--- config.mk ---
export PLATFORM = sky130hd
export DESIGN_NAME = pld_top
export DESIGN_NICKNAME = d
export VERILOG_FILES = /design/src/hw/pld_pkg.sv /design/src/hw/pld_div.sv /design/src/hw/pld_top.sv
export SDC_FILE = /design/constraint.sdc
export NUM_CORES = 1
export LEC_CHECK = 0
export ABC_AREA = 1
export BUFFER_PORTS_ARGS = -buffer_cell sky130_fd_sc_hd__buf_2
export CAP_MARGIN = 20
export CORE_MARGIN = 3
export CORE_UTILIZATION = 44
export CTS_CLUSTER_SIZE = 8
export DETAILED_ROUTE_END_ITERATION = 10
export PLACE_DENSITY = 0.65
export SYNTH_ARGS = -nofsm -noshare
export SYNTH_HDL_FRONTEND = slang
export SYNTH_HIERARCHICAL = 1
export SYNTH_SLANG_ARGS = --single-unit
--- constraint.sdc ---
create_clock -name clock -period 3.29 [get_ports clock]
set_input_delay 0.658 -clock clock [delete_from_list [all_inputs] [get_ports clock]]
set_output_delay 0.658 -clock clock [all_outputs]
set_load 0.01 [all_outputs]
--- src/hw/pld_pkg.sv ---
/*
 * Package for the power-loss controlled deceleration sequencer:
 * widths, register offsets, field positions, reset values, timing and states.
 * Assumes a 40 MHz control clock and setting units of 0.1 V, 0.01 Hz, 0.01 s.
 */
package pld_pkg;

    // ----------------------------------------------------------------
    // widths and ranges
    // ----------------------------------------------------------------
    localparam int ADDR_W = 6;
    localparam int DATA_W = 32;
    localparam int VOLT_W = 14;
    localparam int FREQ_W = 16;
    localparam int TIME_W = 19;
    localparam int STEP_W = 10;
    localparam int EV_W = 4;
    localparam int EN_W = 2;

    localparam logic [31:0] VOLT_MAX = 32'h0000_2710;
    localparam logic [31:0] STEP_MAX = 32'h0000_03e8;
    localparam logic [31:0] TIME_MIN = 32'h0000_0001;
    localparam logic [31:0] TIME_MAX = 32'h0005_7e40;
    localparam logic [31:0] ZERO_32 = 32'h0000_0000;

    // ----------------------------------------------------------------
    // enable codes
    // ----------------------------------------------------------------
    localparam logic [EN_W-1:0] ENABLE_OFF = 2'h0;
    localparam logic [EN_W-1:0] ENABLE_ON = 2'h1;

    // ----------------------------------------------------------------
    // register byte offsets
    // ----------------------------------------------------------------
    localparam logic [ADDR_W-1:0] OFF_CTRL = 6'h00;
    localparam logic [ADDR_W-1:0] OFF_TRIG = 6'h04;
    localparam logic [ADDR_W-1:0] OFF_OVLV = 6'h08;
    localparam logic [ADDR_W-1:0] OFF_TIME = 6'h0c;
    localparam logic [ADDR_W-1:0] OFF_STEP = 6'h10;
    localparam logic [ADDR_W-1:0] OFF_STAT = 6'h14;
    localparam logic [ADDR_W-1:0] OFF_MASK = 6'h18;
    localparam logic [ADDR_W-1:0] OFF_MON = 6'h1c;

    // ----------------------------------------------------------------
    // monitor fields and event bits
    // ----------------------------------------------------------------
    localparam int MON_STATE_LSB = 16;
    localparam int MON_PAUSE_BIT = 18;
    localparam int MON_DRIVE_BIT = 19;
    localparam int EV_START = 0;
    localparam int EV_PAUSE = 1;
    localparam int EV_UV = 2;
    localparam int EV_DONE = 3;

    // ----------------------------------------------------------------
    // reset values
    // ----------------------------------------------------------------
    localparam logic [VOLT_W-1:0] TRIG_RST = 14'h0000;
    localparam logic [VOLT_W-1:0] OVLV_RST = 14'h0000;
    localparam logic [TIME_W-1:0] TIME_RST = 19'h00064;
    localparam logic [STEP_W-1:0] STEP_RST = 10'h000;
    localparam logic [EV_W-1:0] MASK_RST = 4'h0;

    // ----------------------------------------------------------------
    // timing: ramp time unit is 10 ms
    // ----------------------------------------------------------------
    localparam int CLK_PERIOD_NS = 25;
    localparam int TICK_TIME_NS = 10000000;
    localparam int TICK_CYCLES = TICK_TIME_NS / CLK_PERIOD_NS;

    // ----------------------------------------------------------------
    // sequencer states
    // ----------------------------------------------------------------
    typedef enum logic [1:0] {
        PLD_ST_NORMAL = 2'b00,
        PLD_ST_DIVIDE = 2'b01,
        PLD_ST_RAMP = 2'b10,
        PLD_ST_HALT = 2'b11
    } pld_state_t;

endpackage

--- src/hw/pld_div.sv ---
/*
 * Restoring unsigned divider, one quotient bit per clock.
 * Assumes start is a one-cycle pulse while idle and divisor is non-zero.
 */
`timescale 1ns/1ps
module pld_div #(
    parameter int W = 19
) (
    input wire logic clock,
    input wire logic rstn,
    input wire logic start,
    input wire logic [W-1:0] dividend,
    input wire logic [W-1:0] divisor,
    output logic [W-1:0] quotient,
    output logic [W-1:0] remainder,
    output logic done
);
    localparam int CW = $clog2(W + 1);

    logic [W-1:0] quo_ff;
    logic [W-1:0] rem_ff;
    logic [W-1:0] div_ff;
    logic [CW-1:0] cnt_ff;
    logic busy_ff;
    logic done_ff;
    logic [W:0] shifted;
    logic [W:0] trial;

    assign shifted = {rem_ff, quo_ff[W-1]};
    assign trial = shifted - {1'b0, div_ff};

    always_ff @(posedge clock or negedge rstn) begin
        if (!rstn) begin
            quo_ff <= '0;
            rem_ff <= '0;
            div_ff <= '0;
            cnt_ff <= '0;
            busy_ff <= 1'b0;
            done_ff <= 1'b0;
        end else begin
            done_ff <= 1'b0;
            if (start && !busy_ff) begin
                quo_ff <= dividend;
                rem_ff <= '0;
                div_ff <= divisor;
                cnt_ff <= CW'(W);
                busy_ff <= 1'b1;
            end else if (busy_ff) begin
                if (!trial[W]) begin
                    rem_ff <= trial[W-1:0];
                    quo_ff <= {quo_ff[W-2:0], 1'b1};
                end else begin
                    rem_ff <= shifted[W-1:0];
                    quo_ff <= {quo_ff[W-2:0], 1'b0};
                end
                cnt_ff <= cnt_ff - 1'b1;
                if (cnt_ff == CW'(1)) begin
                    busy_ff <= 1'b0;
                    done_ff <= 1'b1;
                end
            end
        end
    end

    assign quotient = quo_ff;
    assign remainder = rem_ff;
    assign done = done_ff;

endmodule

--- src/hw/pld_top.sv ---
/*
 * Power-loss controlled deceleration sequencer with register port and interrupt.
 * Assumes bus_volt and freq_ref come from logic on the same clock; the power-ok
 * and under-voltage lines are pins and are synchronised here.
 */
//
// Operation
// disabled, power loss shuts output off at once; motor coasts.
// enable field: code 00 off, code 01 on.
// enabled, start stop when bus voltage decays to trigger level.
// at start, drop output frequency once by the initial step.
// then ramp linearly over the dedicated power-loss ramp time.
// hold frequency while bus voltage is above the pause level.
// resume the ramp once bus voltage falls back below it.
// pause and resume repeatedly until under-voltage ends the sequence.
// started stop runs to standstill even if power returns.
// power back and stop complete, return to run-capable mode.
// software sets pause level above the trigger level.
// enable changes power-fail and under-voltage indication outputs.
// slope takes post-step frequency to zero over ramp time, pauses excluded.
`timescale 1ns/1ps
module pld_top #(
    parameter int TICK_CYCLES_P = pld_pkg::TICK_CYCLES
) (
    input wire logic clock,
    input wire logic rstn,
    input wire logic [pld_pkg::ADDR_W-1:0] addr,
    input wire logic [pld_pkg::DATA_W-1:0] wdata,
    input wire logic wr,
    input wire logic rd,
    output logic [pld_pkg::DATA_W-1:0] rdata,
    input wire logic [pld_pkg::FREQ_W-1:0] freq_ref,
    input wire logic [pld_pkg::VOLT_W-1:0] bus_volt,
    input wire logic power_ok_pin,
    input wire logic uv_pin,
    output logic [pld_pkg::FREQ_W-1:0] freq_out,
    output logic drive_en,
    output logic decel_active,
    output logic ramp_paused,
    output logic run_permit,
    output logic pf_ind,
    output logic uv_ind,
    output logic irq
);
    import pld_pkg::*;

    localparam int TW = $clog2(TICK_CYCLES_P + 1);

    // ----------------------------------------------------------------
    // helpers
    // ----------------------------------------------------------------
    function automatic logic [31:0] clamp(input logic [31:0] v, lo, hi);
        return (v < lo) ? lo : ((v > hi) ? hi : v);
    endfunction

    function automatic logic [FREQ_W-1:0] sat_sub(input logic [FREQ_W-1:0] a,
        input logic [FREQ_W:0] b);
        return ({1'b0, a} > b) ? a - b[FREQ_W-1:0] : '0;
    endfunction

    // ----------------------------------------------------------------
    // pin synchronisers
    // ----------------------------------------------------------------
    logic pok_s1_ff;
    logic pok_s2_ff;
    logic uv_s1_ff;
    logic uv_s2_ff;

    always_ff @(posedge clock or negedge rstn) begin
        if (!rstn) begin
            pok_s1_ff <= 1'b0;
            pok_s2_ff <= 1'b0;
            uv_s1_ff <= 1'b0;
            uv_s2_ff <= 1'b0;
        end else begin
            pok_s1_ff <= power_ok_pin;
            pok_s2_ff <= pok_s1_ff;
            uv_s1_ff <= uv_pin;
            uv_s2_ff <= uv_s1_ff;
        end
    end

    // ----------------------------------------------------------------
    // settings registers
    // ----------------------------------------------------------------
    logic [EN_W-1:0] enable_ff;
    logic [VOLT_W-1:0] trig_ff;
    logic [VOLT_W-1:0] ovlv_ff;
    logic [TIME_W-1:0] time_ff;
    logic [STEP_W-1:0] step_ff;
    logic [EV_W-1:0] mask_ff;
    logic [EV_W-1:0] status_ff;
    logic [EV_W-1:0] ev_ff;
    logic [EV_W-1:0] nxt_status;
    logic enabled;

    assign enabled = (enable_ff == ENABLE_ON);

    always_ff @(posedge clock or negedge rstn) begin
        if (!rstn) begin
            enable_ff <= ENABLE_OFF;
            trig_ff <= TRIG_RST;
            ovlv_ff <= OVLV_RST;
            time_ff <= TIME_RST;
            step_ff <= STEP_RST;
            mask_ff <= MASK_RST;
        end else if (wr) begin
            unique case (addr)
                OFF_CTRL: enable_ff <= wdata[EN_W-1:0];
                OFF_TRIG: trig_ff <= VOLT_W'(clamp(wdata, ZERO_32, VOLT_MAX));
                OFF_OVLV: ovlv_ff <= VOLT_W'(clamp(wdata, ZERO_32, VOLT_MAX));
                OFF_TIME: time_ff <= TIME_W'(clamp(wdata, TIME_MIN, TIME_MAX));
                OFF_STEP: step_ff <= STEP_W'(clamp(wdata, ZERO_32, STEP_MAX));
                OFF_MASK: mask_ff <= wdata[EV_W-1:0];
                default: ;
            endcase
        end
    end

    // ----------------------------------------------------------------
    // sticky status and interrupt; a new event beats a clear
    // ----------------------------------------------------------------
    always_comb begin
        nxt_status = status_ff;
        if (wr && addr == OFF_STAT) begin
            nxt_status = status_ff & ~wdata[EV_W-1:0];
        end
        nxt_status = nxt_status | ev_ff;
    end

    always_ff @(posedge clock or negedge rstn) begin
        if (!rstn) begin
            status_ff <= '0;
            irq <= 1'b0;
        end else begin
            status_ff <= nxt_status;
            irq <= |(nxt_status & mask_ff);
        end
    end

    // ----------------------------------------------------------------
    // ramp slope divider
    // ----------------------------------------------------------------
    logic div_start_ff;
    logic div_done;
    logic [TIME_W-1:0] div_q;
    logic [TIME_W-1:0] div_r;

    pld_div #(
        .W(TIME_W)
    ) u_div (
        .clock(clock),
        .rstn(rstn),
        .start(div_start_ff),
        .dividend(TIME_W'(freq_out)),
        .divisor(time_ff),
        .quotient(div_q),
        .remainder(div_r),
        .done(div_done)
    );

    // ----------------------------------------------------------------
    // sequencer
    // ----------------------------------------------------------------
    pld_state_t state_ff;
    logic [FREQ_W-1:0] q_ff;
    logic [TIME_W-1:0] r_ff;
    logic [TIME_W-1:0] acc_ff;
    logic [TW-1:0] tick_ff;
    logic power_lost;
    logic trigger;
    logic over;
    logic tick;
    logic [TIME_W:0] acc_sum;
    logic carry;

    assign power_lost = !pok_s2_ff;
    assign trigger = enabled && power_lost && (bus_volt <= trig_ff);
    assign over = bus_volt > ovlv_ff;
    assign tick = (tick_ff == TW'(TICK_CYCLES_P - 1));
    assign acc_sum = {1'b0, acc_ff} + {1'b0, r_ff};
    assign carry = acc_sum >= {1'b0, time_ff};

    always_ff @(posedge clock or negedge rstn) begin
        if (!rstn) begin
            state_ff <= PLD_ST_NORMAL;
            freq_out <= '0;
            drive_en <= 1'b0;
            ramp_paused <= 1'b0;
            div_start_ff <= 1'b0;
            q_ff <= '0;
            r_ff <= '0;
            acc_ff <= '0;
            tick_ff <= '0;
            ev_ff <= '0;
        end else begin
            div_start_ff <= 1'b0;
            ev_ff <= '0;
            unique case (state_ff)
                PLD_ST_NORMAL: begin
                    ramp_paused <= 1'b0;
                    if (trigger) begin
                        freq_out <= sat_sub(freq_out, (FREQ_W + 1)'(step_ff));
                        div_start_ff <= 1'b1;
                        ev_ff[EV_START] <= 1'b1;
                        state_ff <= PLD_ST_DIVIDE;
                    end else if (power_lost && (!enabled || uv_s2_ff)) begin
                        drive_en <= 1'b0;
                        freq_out <= '0;
                    end else if (!power_lost) begin
                        drive_en <= 1'b1;
                        freq_out <= freq_ref;
                    end
                end
                PLD_ST_DIVIDE: begin
                    if (uv_s2_ff) begin
                        drive_en <= 1'b0;
                        freq_out <= '0;
                        ev_ff[EV_UV] <= 1'b1;
                        state_ff <= PLD_ST_HALT;
                    end else if (div_done) begin
                        q_ff <= div_q[FREQ_W-1:0];
                        r_ff <= div_r;
                        acc_ff <= '0;
                        tick_ff <= '0;
                        state_ff <= PLD_ST_RAMP;
                    end
                end
                PLD_ST_RAMP: begin
                    ramp_paused <= over;
                    if (over && !ramp_paused) begin
                        ev_ff[EV_PAUSE] <= 1'b1;
                    end
                    if (uv_s2_ff) begin
                        drive_en <= 1'b0;
                        freq_out <= '0;
                        ramp_paused <= 1'b0;
                        ev_ff[EV_UV] <= 1'b1;
                        state_ff <= PLD_ST_HALT;
                    end else if (freq_out == '0) begin
                        drive_en <= 1'b0;
                        ramp_paused <= 1'b0;
                        ev_ff[EV_DONE] <= 1'b1;
                        state_ff <= PLD_ST_HALT;
                    end else if (!over) begin
                        // paused time holds the tick count, so it is not spent
                        if (tick) begin
                            tick_ff <= '0;
                            if (carry) begin
                                acc_ff <= TIME_W'(acc_sum - {1'b0, time_ff});
                                freq_out <= sat_sub(freq_out, {1'b0, q_ff} + 1'b1);
                            end else begin
                                acc_ff <= acc_sum[TIME_W-1:0];
                                freq_out <= sat_sub(freq_out, {1'b0, q_ff});
                            end
                        end else begin
                            tick_ff <= tick_ff + 1'b1;
                        end
                    end
                end
                PLD_ST_HALT: begin
                    freq_out <= '0;
                    drive_en <= 1'b0;
                    if (!power_lost) begin
                        state_ff <= PLD_ST_NORMAL;
                    end
                end
            endcase
        end
    end

    // ----------------------------------------------------------------
    // indications
    // ----------------------------------------------------------------
    logic in_seq;

    assign in_seq = (state_ff == PLD_ST_DIVIDE) || (state_ff == PLD_ST_RAMP);

    always_ff @(posedge clock or negedge rstn) begin
        if (!rstn) begin
            decel_active <= 1'b0;
            run_permit <= 1'b0;
            pf_ind <= 1'b0;
            uv_ind <= 1'b0;
        end else begin
            decel_active <= in_seq;
            run_permit <= (state_ff == PLD_ST_NORMAL) && !power_lost;
            if (enabled) begin
                pf_ind <= (state_ff != PLD_ST_NORMAL);
                uv_ind <= uv_s2_ff && !in_seq;
            end else begin
                pf_ind <= power_lost;
                uv_ind <= uv_s2_ff;
            end
        end
    end

    // ----------------------------------------------------------------
    // register read, data one cycle after the strobe
    // ----------------------------------------------------------------
    logic [DATA_W-1:0] rmux;

    always_comb begin
        rmux = '0;
        unique case (addr)
            OFF_CTRL: rmux[EN_W-1:0] = enable_ff;
            OFF_TRIG: rmux[VOLT_W-1:0] = trig_ff;
            OFF_OVLV: rmux[VOLT_W-1:0] = ovlv_ff;
            OFF_TIME: rmux[TIME_W-1:0] = time_ff;
            OFF_STEP: rmux[STEP_W-1:0] = step_ff;
            OFF_STAT: rmux[EV_W-1:0] = status_ff;
            OFF_MASK: rmux[EV_W-1:0] = mask_ff;
            OFF_MON: begin
                rmux[FREQ_W-1:0] = freq_out;
                rmux[MON_STATE_LSB +: 2] = state_ff;
                rmux[MON_PAUSE_BIT] = ramp_paused;
                rmux[MON_DRIVE_BIT] = drive_en;
            end
            default: rmux = '0;
        endcase
    end

    always_ff @(posedge clock or negedge rstn) begin
        if (!rstn) begin
            rdata <= '0;
        end else begin
            rdata <= rd ? rmux : '0;
        end
    end

endmodule

==> out/qor.csv <==
metric,value,unit
swShare,0.500,
fillers,4092,
cp_cell_sequence,ha_4 -> a21oi_1 -> o21ai_4 -> a21oi_4 -> buf_4 -> o21bai_2 -> xor2_1 -> inv_2 -> ha_4 -> nand2_2 -> nor2_1 -> nand4_1 -> nand3_2 -> nand2_2 -> nand2_2 -> nand2_4 -> nand3_4 -> buf_8 -> buf_12 -> nand2_4 -> nand3_2 -> nand2_1 -> nand2_1 -> nand2_1,
drive_gt1_frac,0.221,
dp_hpwl,51100,µm
synth_compound_area_frac,0.129,
rsz0062_at_grt,true,
synth-edff-count,0,
core_area,43300,µm²
power_density,908,nW/µm²
violations,negative setup slack,
synth_top_flop_cell,dfrtp_1,
fin_ws,-143,ps
highest_layer,met5,
rr_startpoint,r_ff[5],
vias,19600,
io_buffer_count,116,
syn2layout_area_growth,23.5,%
dr.first_iter.drc_count,1479,
clock_power_share,0.170,
io_pins,129,
crit_required,3730,ps
die-area,46600,µm²
hold_violations,0,
seq_power_share,0.216,
cts_buffers,38,
hold_class,in -> async,
status,"complete, but fails checks",
power_leakage,0.0122,µW
synth_top_family_by_area,simple AND/OR/NAND/NOR gates,
final_area,23900,µm²
clk_pin_slew,60,ps
critPathKind,reg -> reg,
final_nets,3181,
tightest_slew,743,ps
slew_violations,0,
cpPeakStageDelay,410,ps
p_comb_frac,0.614,
synthMuxAreaShare,0.0110,
setup_viol,35,
slowest_stage,dfrtp_1,
drc,0,
cts_sinks,257,
root_buffer,clkbuf_16,
syn_area,19400,µm²
antennaDiodeCount,0,
ant_nets,0,
maxCapViolCount,0,
grt.total_usage,0.281,
dpl_cell_area,21700,µm²
crit_fanout,8,
cts_hold_buf,0,
ys_types,70,
worstSetupEndpointType,register,
register_area,6430,µm²
synth_seq_cells,257,
cts_buffer_depth,3,
rows,76,
vdd_drop_max,0.622,mV
antenna_found_initial,1,
arrival,3880,ps
maxSlewHeadroom,0.500,
whs,21.3,ps
grt_pass1_vias,18800,
ys_seq_area_frac,0.332,
htree_levels,2,
min_period_over_period,1.04,
vias_per_cell,5.48,
r2r_end,freq_out[15],
pre_cts_ws,-347,ps
layout_min_cycle_time,3430,ps
synth_warnings,6,
rr_worst_depth,24,
start_kind,register,
grt_first_pass_wirelength,105000,µm
gp_congestion,1.00,
wirelength,67000,µm
async_flop_share,1.00,
fmax,0.291,GHz
p_switching,10900,µW
initial_core_util,0.448,
synthXorXnorAreaFrac,0.0353,
first_pass_iters,6,
synth_adder_area_share,0.0940,
routedWlPerCell,18.8,µm
route.met3.wl,4470,µm
cts_tree,yes,
die_y,216,µm
skew,30.3,ps
intPower,10900,µW
die_w,216,µm
synthCells,2665,
avgSynthCellArea,7.27,µm²
overflow,0,
clkLatencyLatePin,570,ps
regToRegSetupSlack,-140,ps
multi_input_area,12000,µm²
wl_met2,29900,µm
grt_max_degree,72,
met1Wirelength,30300,µm
synth-simple-area-share,0.303,
[power groups by stage]
stage	registers, µW	clock network [µW]	logic [µW]
finish	4700	3690	13300
floorplan	4570	0	8930
global route	4790	3860	14700
detailed placement	4720	0	12500
CTS	4690	3760	12900
global placement	4700	0	12300
[Yosys cell counts, types with 9 or more instances]
library cell	n	area [µm²]
o21ai_1	18	90.1
o21ai_0	130	651
mux2_2	19	214
xnor2_1	33	289
buf_4	17	128
xor2_1	45	394
nand3b_1	17	128
ha_1	136	1700
clkbuf_1	27	101
nand2_1	670	2510
a21o_1	10	75.1
nand2_2	50	313
inv_1	363	1360
nor3_1	35	175
a21oi_1	135	676
nor2_1	224	841
a21oi_2	10	87.6
nand3_1	178	891
o211ai_1	10	75.1
o21bai_1	14	105
o22ai_1	23	144
nand3_2	11	110
nand4_1	67	419
a31oi_1	10	62.6
inv_2	9	33.8
dfrtp_1	254	6360
buf_2	15	75.1
nor4_1	18	113
[cell type report]
cell class	count	share of cell area
sequential	257	0.269
multi-input combinational	1977	0.502
clock buffer	58	0.0433
clock inverter	3	0.00141
inverter	376	0.0597
timing repair buffer	315	0.0937
tap	585	0.0306
[worst max path at each step]
stage | startpoint | end | slack, ps
finish | r_ff[5] | freq_out[15] | -140
global route | r_ff[1] | freq_out[15] | -350
CTS | acc_ff[2] | acc_ff[8] | -150
detailed placement | r_ff[8] | acc_ff[10] | -350
global placement | r_ff[0] | acc_ff[13] | -290
floorplan | r_ff[0] | acc_ff[7] | 30
[critical path: cells and delay by family, from the launching register on]
family / cells / cell delay (ps)
AOI/OAI and AO/OA: 4 / 590
xor gates and xnor gates: 1 / 170
DFF: 1 / 410
adders and majority gates: 2 / 560
buffers and inverters: 4 / 550
and+or+nand+nor: 13 / 1030
[routing by layer]
metal / up-vias / GRT usage
li1: 9351 / -
met1: 9361 / 0.399
met2: 713 / 0.442
met3: 142 / 0.0418
met4: 2 / 0.0914
met5: - / 0
[through the flow]
stage / cells / util / total power, µW / setup TNS [ps]
after floorplan: 2679 / - / 13500 / 0
after global placement: 3476 / 0.501 / 17100 / -6880
after detailed placement: 3476 / 0.501 / 17200 / -10330
after CTS: 3555 / 0.541 / 21300 / -3760
after global routing: 3571 / 0.553 / 23400 / -8810
final: 3571 / 0.553 / 21700 / -2340
[sequential cells by signal, indices dropped and copies added (netlist names), 14 cells and up]
| register | cells |
|---|---|
| acc_ff | 19 |
| rdata | 20 |
| time_ff | 19 |
| q_ff | 16 |
| ovlv_ff | 14 |
| trig_ff | 14 |
| tick_ff | 19 |
| u_div/div_ff | 19 |
| freq_out | 16 |
| r_ff | 19 |
| u_div/quotient | 19 |
| u_div/remainder | 19 |
[timing repair]
item                                   CTS  global route
endpoints found under the hold margin    0             0
buffers inserted                        17            17
pin swaps                               50            67
setup endpoints to repair               35            35
gates resized for setup                103           106
cloned                                   3             1
[layout by cell type (no fill, tap or decap), drive strengths merged, types with 19 or more instances in the layout]
master	netlist	final
clkbuf	28	58
nand2	725	725
nor3	38	38
a21oi	146	146
buf	42	315
nand3	191	191
nand4	70	70
nor4	20	20
xor2	45	45
o21ai	149	149
xnor2	33	33
dfrtp	254	254
nor2	231	231
inv	373	374
o22ai	23	23
ha	136	136
mux2	19	19
[cells by family (layout without fill, tap and decap cells)]
group           after synthesis  after routing
simple gates               1307           1308
buf+inv                     446            752
compound gates              415            415
flops                       257            257
fa+ha+maj                   142            142
xor+xnor                     78             78
mux                          19             19
other cells                   1             15
Power figures use the tool's default switching activity.
